`src/include/pie_pkg.sv`:
```
package pie_pkg;

    // register word addresses (byte address = index * 4)
    localparam logic [3:0] PIE_IDX_EN_ONE    = 4'h0;
    localparam logic [3:0] PIE_IDX_EN_TWO    = 4'h1;
    localparam logic [3:0] PIE_IDX_CTRL      = 4'h2;
    localparam logic [3:0] PIE_IDX_FLAG_ONE  = 4'h3;
    localparam logic [3:0] PIE_IDX_FLAG_TWO  = 4'h4;
    localparam logic [3:0] PIE_IDX_IRQ_STAT  = 4'h5;
    localparam logic [3:0] PIE_IDX_IRQ_MASK  = 4'h6;
    localparam logic [3:0] PIE_IDX_PEND      = 4'h7;

    localparam int         PIE_ADDR_W        = 4;
    localparam logic [7:0] PIE_EN_ONE_RST    = 8'h00;
    localparam logic [7:0] PIE_EN_TWO_RST    = 8'h00;
    // bits 5 and 4 of the second enable register are not built
    localparam logic [7:0] PIE_EN_TWO_IMPL   = 8'hcf;
    // bit 7 of the first register exists only on the large package
    localparam logic [7:0] PIE_EN_ONE_SMALL  = 8'h7f;
    localparam logic [7:0] PIE_EN_ONE_LARGE  = 8'hff;

    // control register fields
    localparam int         PIE_CTRL_GPIE     = 0;
    localparam int         PIE_CTRL_PRIO     = 1;
    localparam logic [1:0] PIE_CTRL_RST      = 2'h0;

    // sticky status bits
    localparam int         PIE_ST_ONE        = 0;
    localparam int         PIE_ST_TWO        = 1;
    localparam logic [1:0] PIE_IRQ_RST       = 2'h0;

    typedef struct packed {
        logic parallel_port_irq_en;
        logic analog_conv_irq_en;
        logic serial_rx_irq_en;
        logic serial_tx_irq_en;
        logic sync_serial_irq_en;
        logic capcomp_one_irq_en;
        logic timer_two_match_irq_en;
        logic timer_one_overflow_irq_en;
    } pie_en_one_t;

    typedef struct packed {
        logic       osc_fail_irq_en;
        logic       comparator_irq_en;
        logic [1:0] unused;
        logic       bus_collision_irq_en;
        logic       voltage_detect_irq_en;
        logic       timer_three_overflow_irq_en;
        logic       capcomp_two_irq_en;
    } pie_en_two_t;

endpackage : pie_pkg

```
`src/core/pie_gate.sv`:
```
module pie_gate
    import pie_pkg::*;
#(
    parameter int WIDTH = 8
)(
    input  wire logic [WIDTH-1:0] flag,
    input  wire logic [WIDTH-1:0] enable,
    output logic      [WIDTH-1:0] pass
);

    // the enable only masks; the flag itself is never touched here
    genvar i;
    generate
        for (i = 0; i < WIDTH; i++)
        begin : g_bit
            assign pass[i] = flag[i] & enable[i];
        end
    endgenerate

endmodule : pie_gate

```
`src/core/pie_enable_bank.sv`:
```
module pie_enable_bank
    import pie_pkg::*;
#(
    parameter bit LARGE_PACKAGE = 1'b1
)(
    input  wire logic                  clk,
    input  wire logic                  rst_b,
    // avalon-mm slave
    input  wire logic [PIE_ADDR_W-1:0] avs_address,
    input  wire logic                  avs_read,
    input  wire logic                  avs_write,
    input  wire logic [31:0]           avs_writedata,
    input  wire logic [3:0]            avs_byteenable,
    output logic      [31:0]           avs_readdata,
    output logic                       avs_waitrequest,
    output logic      [1:0]            avs_response,
    // request flags from peripherals, same clock
    input  wire logic [7:0]            flag_one,
    input  wire logic [7:0]            flag_two,
    // gated requests toward the processor interrupt logic
    output logic      [7:0]            req_one,
    output logic      [7:0]            req_two,
    output logic                       periph_irq,
    output logic                       irq
);

    ////////////////////////////////////////////////////////////////////////////
    // bus handshake: one wait cycle, answer on the second edge

    localparam logic [1:0] RSP_OK     = 2'h0;
    localparam logic [1:0] RSP_DECERR = 2'h3;

    logic              ack_q;
    logic              wr_take;
    logic              lane0;
    logic              mapped;
    logic [7:0]        wdat;
    logic [7:0]        one_mask;

    // the wait cycle lets read data come from a flop instead of the address mux
    assign avs_waitrequest = (avs_read | avs_write) & ~ack_q;
    assign wr_take         = avs_write & ack_q;
    assign lane0           = avs_byteenable[0];
    assign wdat            = avs_writedata[7:0];
    assign mapped          = (avs_address <= PIE_IDX_PEND);
    assign one_mask        = LARGE_PACKAGE ? PIE_EN_ONE_LARGE : PIE_EN_ONE_SMALL;

    // ack_q falls on the taking edge, so back-to-back requests each pay one wait
    always_ff @(posedge clk or negedge rst_b)
    begin
        if (!rst_b)
        begin
            ack_q <= 1'b0;
        end
        else
        begin
            ack_q <= (avs_read | avs_write) & ~ack_q;
        end
    end

    ////////////////////////////////////////////////////////////////////////////
    // write strobes: only registers that software may change get one, so writes
    // to the flag copies, the pending bit or unmapped words change nothing

    logic              wr_lane;
    logic              wr_en_one;
    logic              wr_en_two;
    logic              wr_ctrl;
    logic              wr_stat;
    logic              wr_mask;

    assign wr_lane   = wr_take & lane0;
    assign wr_en_one = wr_lane & (avs_address == PIE_IDX_EN_ONE);
    assign wr_en_two = wr_lane & (avs_address == PIE_IDX_EN_TWO);
    assign wr_ctrl   = wr_lane & (avs_address == PIE_IDX_CTRL);
    assign wr_stat   = wr_lane & (avs_address == PIE_IDX_IRQ_STAT);
    assign wr_mask   = wr_lane & (avs_address == PIE_IDX_IRQ_MASK);

    ////////////////////////////////////////////////////////////////////////////
    // enable registers

    pie_en_one_t       en_one_q;
    pie_en_two_t       en_two_q;
    logic [1:0]        ctrl_q;

    // absent positions are masked on the way in, so they can never hold a one
    always_ff @(posedge clk or negedge rst_b)
    begin
        if (!rst_b)
        begin
            en_one_q <= PIE_EN_ONE_RST;
        end
        else if (wr_en_one)
        begin
            en_one_q <= wdat & one_mask;
        end
    end

    always_ff @(posedge clk or negedge rst_b)
    begin
        if (!rst_b)
        begin
            en_two_q <= PIE_EN_TWO_RST;
        end
        else if (wr_en_two)
        begin
            en_two_q <= wdat & PIE_EN_TWO_IMPL;
        end
    end

    always_ff @(posedge clk or negedge rst_b)
    begin
        if (!rst_b)
        begin
            ctrl_q <= PIE_CTRL_RST;
        end
        else if (wr_ctrl)
        begin
            ctrl_q <= wdat[1:0];
        end
    end

    ////////////////////////////////////////////////////////////////////////////
    // masking of peripheral requests

    pie_en_one_t       pass_one;
    pie_en_two_t       pass_two;
    logic              global_ok;

    // flags are held by the peripherals until software clears them there
    pie_gate #(.WIDTH(8)) u_gate_one (
        .flag   (flag_one),
        .enable (en_one_q & one_mask),
        .pass   (pass_one)
    );

    pie_gate #(.WIDTH(8)) u_gate_two (
        .flag   (flag_two),
        .enable (en_two_q & PIE_EN_TWO_IMPL),
        .pass   (pass_two)
    );

    // with priority levels on, the global bit no longer gates peripherals
    assign global_ok  = ctrl_q[PIE_CTRL_PRIO] | ctrl_q[PIE_CTRL_GPIE];
    assign periph_irq = global_ok & (|{pass_one, pass_two});

    ////////////////////////////////////////////////////////////////////////////
    // per-source requests, named so each output bit traces back to its enable

    logic              parallel_port_req;
    logic              analog_conv_req;
    logic              serial_rx_req;
    logic              serial_tx_req;
    logic              sync_serial_req;
    logic              capcomp_one_req;
    logic              timer_two_match_req;
    logic              timer_one_overflow_req;
    logic              osc_fail_req;
    logic              comparator_req;
    logic              bus_collision_req;
    logic              voltage_detect_req;
    logic              timer_three_overflow_req;
    logic              capcomp_two_req;

    assign parallel_port_req        = pass_one.parallel_port_irq_en;
    assign analog_conv_req          = pass_one.analog_conv_irq_en;
    assign serial_rx_req            = pass_one.serial_rx_irq_en;
    assign serial_tx_req            = pass_one.serial_tx_irq_en;
    assign sync_serial_req          = pass_one.sync_serial_irq_en;
    assign capcomp_one_req          = pass_one.capcomp_one_irq_en;
    assign timer_two_match_req      = pass_one.timer_two_match_irq_en;
    assign timer_one_overflow_req   = pass_one.timer_one_overflow_irq_en;
    assign osc_fail_req             = pass_two.osc_fail_irq_en;
    assign comparator_req           = pass_two.comparator_irq_en;
    assign bus_collision_req        = pass_two.bus_collision_irq_en;
    assign voltage_detect_req       = pass_two.voltage_detect_irq_en;
    assign timer_three_overflow_req = pass_two.timer_three_overflow_irq_en;
    assign capcomp_two_req          = pass_two.capcomp_two_irq_en;

    assign req_one = {parallel_port_req, analog_conv_req, serial_rx_req, serial_tx_req,
                      sync_serial_req, capcomp_one_req, timer_two_match_req,
                      timer_one_overflow_req};
    // the two absent positions of the second group are tied low
    assign req_two = {osc_fail_req, comparator_req, 2'h0, bus_collision_req,
                      voltage_detect_req, timer_three_overflow_req, capcomp_two_req};

    ////////////////////////////////////////////////////////////////////////////
    // sticky status on rising edges of each group's gated request

    logic [1:0]        any_q;
    logic [1:0]        any_now;
    logic [1:0]        rise;
    logic [1:0]        stat_d;
    logic [1:0]        stat_q;
    logic [1:0]        mask_q;
    logic [1:0]        w1c;

    // group level only: a second source joining an active group raises no new event
    assign any_now = {|pass_two, |pass_one};
    assign rise    = any_now & ~any_q;
    assign w1c     = wr_stat ? wdat[1:0] : 2'h0;
    // set terms are or-ed in last, so an event in the clearing cycle survives the clear
    assign stat_d  = (stat_q & ~w1c) | rise;

    always_ff @(posedge clk or negedge rst_b)
    begin
        if (!rst_b)
        begin
            any_q <= PIE_IRQ_RST;
        end
        else
        begin
            any_q <= any_now;
        end
    end

    always_ff @(posedge clk or negedge rst_b)
    begin
        if (!rst_b)
        begin
            stat_q <= PIE_IRQ_RST;
        end
        else
        begin
            stat_q <= stat_d;
        end
    end

    always_ff @(posedge clk or negedge rst_b)
    begin
        if (!rst_b)
        begin
            mask_q <= PIE_IRQ_RST;
        end
        else if (wr_mask)
        begin
            mask_q <= wdat[1:0];
        end
    end

    assign irq = |(stat_q & mask_q);

    ////////////////////////////////////////////////////////////////////////////
    // read path, registered data

    logic [7:0]        rd_mux;

    always_comb
    begin
        rd_mux = 8'h00;
        case (avs_address)
            PIE_IDX_EN_ONE:   rd_mux = en_one_q & one_mask;
            PIE_IDX_EN_TWO:   rd_mux = en_two_q & PIE_EN_TWO_IMPL;
            PIE_IDX_CTRL:     rd_mux = {6'h00, ctrl_q};
            PIE_IDX_FLAG_ONE: rd_mux = flag_one;
            PIE_IDX_FLAG_TWO: rd_mux = flag_two & PIE_EN_TWO_IMPL;
            PIE_IDX_IRQ_STAT: rd_mux = {6'h00, stat_q};
            PIE_IDX_IRQ_MASK: rd_mux = {6'h00, mask_q};
            PIE_IDX_PEND:     rd_mux = {7'h00, periph_irq};
            default:          rd_mux = 8'h00;
        endcase
    end

    // loaded on the first edge of a read and held until the next read starts; writes leave it unchanged
    always_ff @(posedge clk or negedge rst_b)
    begin
        if (!rst_b)
        begin
            avs_readdata <= 32'h0000_0000;
        end
        else if (avs_read & ~ack_q)
        begin
            avs_readdata <= {24'h00_0000, rd_mux};
        end
    end

    // unmapped addresses answer with a decode error, reads as zero
    always_ff @(posedge clk or negedge rst_b)
    begin
        if (!rst_b)
        begin
            avs_response <= RSP_OK;
        end
        else if ((avs_read | avs_write) & ~ack_q)
        begin
            avs_response <= mapped ? RSP_OK : RSP_DECERR;
        end
    end

endmodule : pie_enable_bank

```
`config.mk`:
```
export PLATFORM = sky130hd
export DESIGN_NAME = pie_enable_bank
export DESIGN_NICKNAME = d
export VERILOG_FILES = /design/src/include/pie_pkg.sv /design/src/core/pie_gate.sv /design/src/core/pie_enable_bank.sv
export SDC_FILE = /design/constraint.sdc
export NUM_CORES = 1
export LEC_CHECK = 0
export ABC_AREA = 1
export CAP_MARGIN = 5
export CELL_PAD_IN_SITES_DETAIL_PLACEMENT = 1
export CELL_PAD_IN_SITES_GLOBAL_PLACEMENT = 1
export CORE_MARGIN = 4
export CORE_UTILIZATION = 47
export CTS_BUF_LIST = sky130_fd_sc_hd__clkbuf_4
export DETAILED_ROUTE_END_ITERATION = 6
export DONT_BUFFER_PORTS = 1
export PLACE_DENSITY = 0.93
export RECOVER_POWER = 25
export REMOVE_ABC_BUFFERS = 1
export SLEW_MARGIN = 20
export SYNTH_ARGS = -nofsm -noshare
export SYNTH_HDL_FRONTEND = slang
export SYNTH_SLANG_ARGS = --single-unit
```
`constraint.sdc`:
```
create_clock -name clk -period 2.7 [get_ports clk]
set_input_delay 0.27 -clock clk [delete_from_list [all_inputs] [get_ports clk]]
set_output_delay 0.27 -clock clk [all_outputs]
set_load 0.005 [all_outputs]
```
==> impl_metrics.yaml <==
drt:
  drt_via_density: 4.93
  detailedRoute.firstPassIterationCount: 4
  wire_per_inst_um: 15.7
  drt-total-wl_mm: 5.09
  remaining_drc_errors: 0
  route.vias.total: 1598
  antenna_violating_nets_post_route: 0
  drtIter0Drc: 55
global_route:
  wire_length_of_the_first_global_routing_pass_mm: 8.18
  grt_pass1_vias: 1673
  antenna_found_initial: 0
  globalRouteOverflowTotal: 0
  grt_max_degree: 33
  grt_util_all_layers: 0.206
finish:
  design.final.nets: 333
  antenna_cells: 0
  stdcell_area_um2: 2000
  drive_gt1_frac: 0.0839
  flow.area_growth_from_synthesis_pct: 2.24
pwr:
  clock_power_share: 0.306
  comb_power_share: 0.184
  netSwitchingPower_mw: 0.369
  intPower_mw: 0.809
  totalPowerFinal_mw: 1.18
  ir_worst_vdd_v: 0.000269
  power_density_nw_per_um2: 589
  p_leak_nw: 1.19
  swShare: 0.313
  seqPwrFrac: 0.510
floorplan:
  dieHeight_um: 72.5
  pin_count: 113
  start_util: 0.489
  placement_rows: 23
  floorplan.core_area_um2: 4000
  floorplan.die_area_um2: 5250
  die_w_um: 72.5
synthesis:
  synth_area_um2: 1950
  ys_types: 26
  synth_area_per_cell_um2: 7.32
  dominantRegCellSynth: "dfrtp_1"
  synth-edff-count: 0
  post_synthesis_sequential_area_ratio: 0.410
  netlist_top_cells_area: "dfrtp_1, nand2_1, buf_4, inv_1, o21ai_0"
  post_synth_inst_count: 267
  synth_top_cells_by_count: "nand2_1, inv_1, dfrtp_1, buf_4, o21ai_0"
  post-synth-top-count-cell: "nand2_1"
  register_bit_count_reported_by_yosys: 32
  post-synth-top-area-cell: "dfrtp_1"
  yosys.area.top_type_share: 0.410
  yosys_warnings: 0
  synthArstFlopShare: 1.00
sta:
  final.setup_skew_ps: 12.3
  final_hold_viol_count: 0
  period_minus_slack_ps: 1730
  setup_viol: 0
  whs_ps: 48.8
  max_freq_ghz: 0.577
  rsz0062_at_grt: "false"
  setup_ws_ps: 967
  final.setup.tns_ps: 0
  slew_violations: 0
  post-route-period-util: 0.642
clock_network:
  cts_num_sinks: 32
  deepest_level_of_the_cts_h_tree: 2
  post_cts_resized: 0
  clkSlewWorstSetupHoldPaths_ps: 100
  maximum_root_to_sink_buffer_count: 2
  cts_tree: "yes"
  clk_root_buffer_cell: "clkbuf_4"
  worstSkewPairLatency_ps: 340
  cts_made_buffers: 5
job:
  drv.max_cap_violation_count: 0
setup_path:
  cells_traversed_along_the_worst_timing_path: "nand2_1 -> nand2_1 -> inv_1 -> nand2_1 -> nor2_1 -> a21boi_0"
  critical_path.max_fanout: 4
  required_time_of_the_worst_setup_path_ps: 2430
  critPathTopFamily: "simple AND/OR/NAND/NOR gates"
  critPathArrivalTime_ps: 1460
  crit_top_cell: "nand2_1"
  worst-path-buf-inv: 1
  critPathMaxStageDelay_ps: 410
  worst-r2r-setup-slack_ps: 1270
  crit_end_category: "primary output"
  start_kind: "register"
  cpMaxStageDelayCell: "dfrtp_1"
  critPathKind: "register to primary output"
status:
  status: "complete, no violations"
place:
  preCtsSetupSlack_ps: 1310
  place_area_um2: 1890
  hpwl_after_detailed_placement_mm: 3.98
  place_congestion: 0.809
  port_buffers: 0
hold_path:
  holdCritPathClass: "input pin to register"
-- cell usage in the layout, fill, tap and decap left out, drive strengths merged --
cell type / synthesis / routed
dlygate4sd3: 0 / 1
a21boi: 1 / 1
conb: 1 / 26
nand2: 82 / 82
clkinv: 1 / 3
a21oi: 7 / 7
or2: 1 / 1
mux2: 1 / 1
dfrtp: 32 / 32
nand3: 17 / 17
inv: 45 / 45
clkbuf: 0 / 5
nor3: 1 / 1
and3: 1 / 1
buf: 29 / 2
nand4: 1 / 1
nor2: 18 / 18
o21ai: 29 / 29
bufinv: 0 / 1
-- cells by family after synthesis --
| kind of cell | share of synthesized area |
|---|---|
| AND/OR/NAND/NOR | 0.278 |
| flip-flops | 0.410 |
| AO/OA/AOI/OAI | 0.0999 |
| other | 0.00192 |
| multiplexers | 0.00576 |
| buffers and inverters | 0.205 |
-- flip-flops by register name, summed over array words and instances, names as in the netlist, 2 cells and up --
register,count
stat_q,2
avs_readdata,8
en_one_q,8
any_q,2
ctrl_q,2
mask_q,2
en_two_q,6
-- routing by layer --
metal / track usage / vias up / share of wire
met5: 0 / - / 0
met4: 0.0615 / 0 / 0.014
met3: 0.0582 / 6 / 0.080
met2: 0.362 / 59 / 0.52
met1: 0.245 / 758 / 0.38
li1: - / 775 / -
-- final timing paths --
check                                        startpoint                 endpoint  cells after the start
worst max-delay path            en_one_q[6]$_DFFE_PN0P_               periph_irq                      6
worst min-delay path                   avs_writedata[2]  en_one_q[2]$_DFFE_PN0P_                      2
worst max register to register          ack_q$_DFF_PN0_      stat_q[0]$_DFF_PN0_                      5
worst min register to register       any_q[1]$_DFF_PN0_      stat_q[1]$_DFF_PN0_                      1
max in group asynchronous                         rst_b  en_one_q[0]$_DFFE_PN0P_                      2
min in group asynchronous                         rst_b       any_q[0]$_DFF_PN0_                      2
-- cell type report --
cell class              count  area [µm²]
fillers                   518        2000
repair buffers              3        37.5
clock buffers               5        37.5
clock inverters             3        37.5
multi-input cells         185         847
well taps                  50        62.6
inverters                  46         175
flip-flops and latches     32         801
-- what timing repair did --
| item | CTS | global route |
|---|---|---|
| setup buffers | 0 | 0 |
| hold endpoints to repair | 32 | 0 |
| hold buffers | 2 | 0 |
-- power by group through the flow --
stage / sequential, mW / combinational, mW / clock [mW]
floorplan: 0.593 / 0.157 / 0
global placement: 0.606 / 0.192 / 0
detailed placement: 0.609 / 0.205 / 0
CTS: 0.600 / 0.221 / 0.370
global route: 0.610 / 0.251 / 0.387
finish: 0.600 / 0.217 / 0.360
-- per-stage QoR --
stage           util  instances
2_1_floorplan      -        263
3_3_place_gp   0.473        314
3_5_place_dp   0.473        314
4_1_cts        0.500        324
5_1_grt        0.500        324
6_report       0.500        324
(Power assumes the default switching activity.)
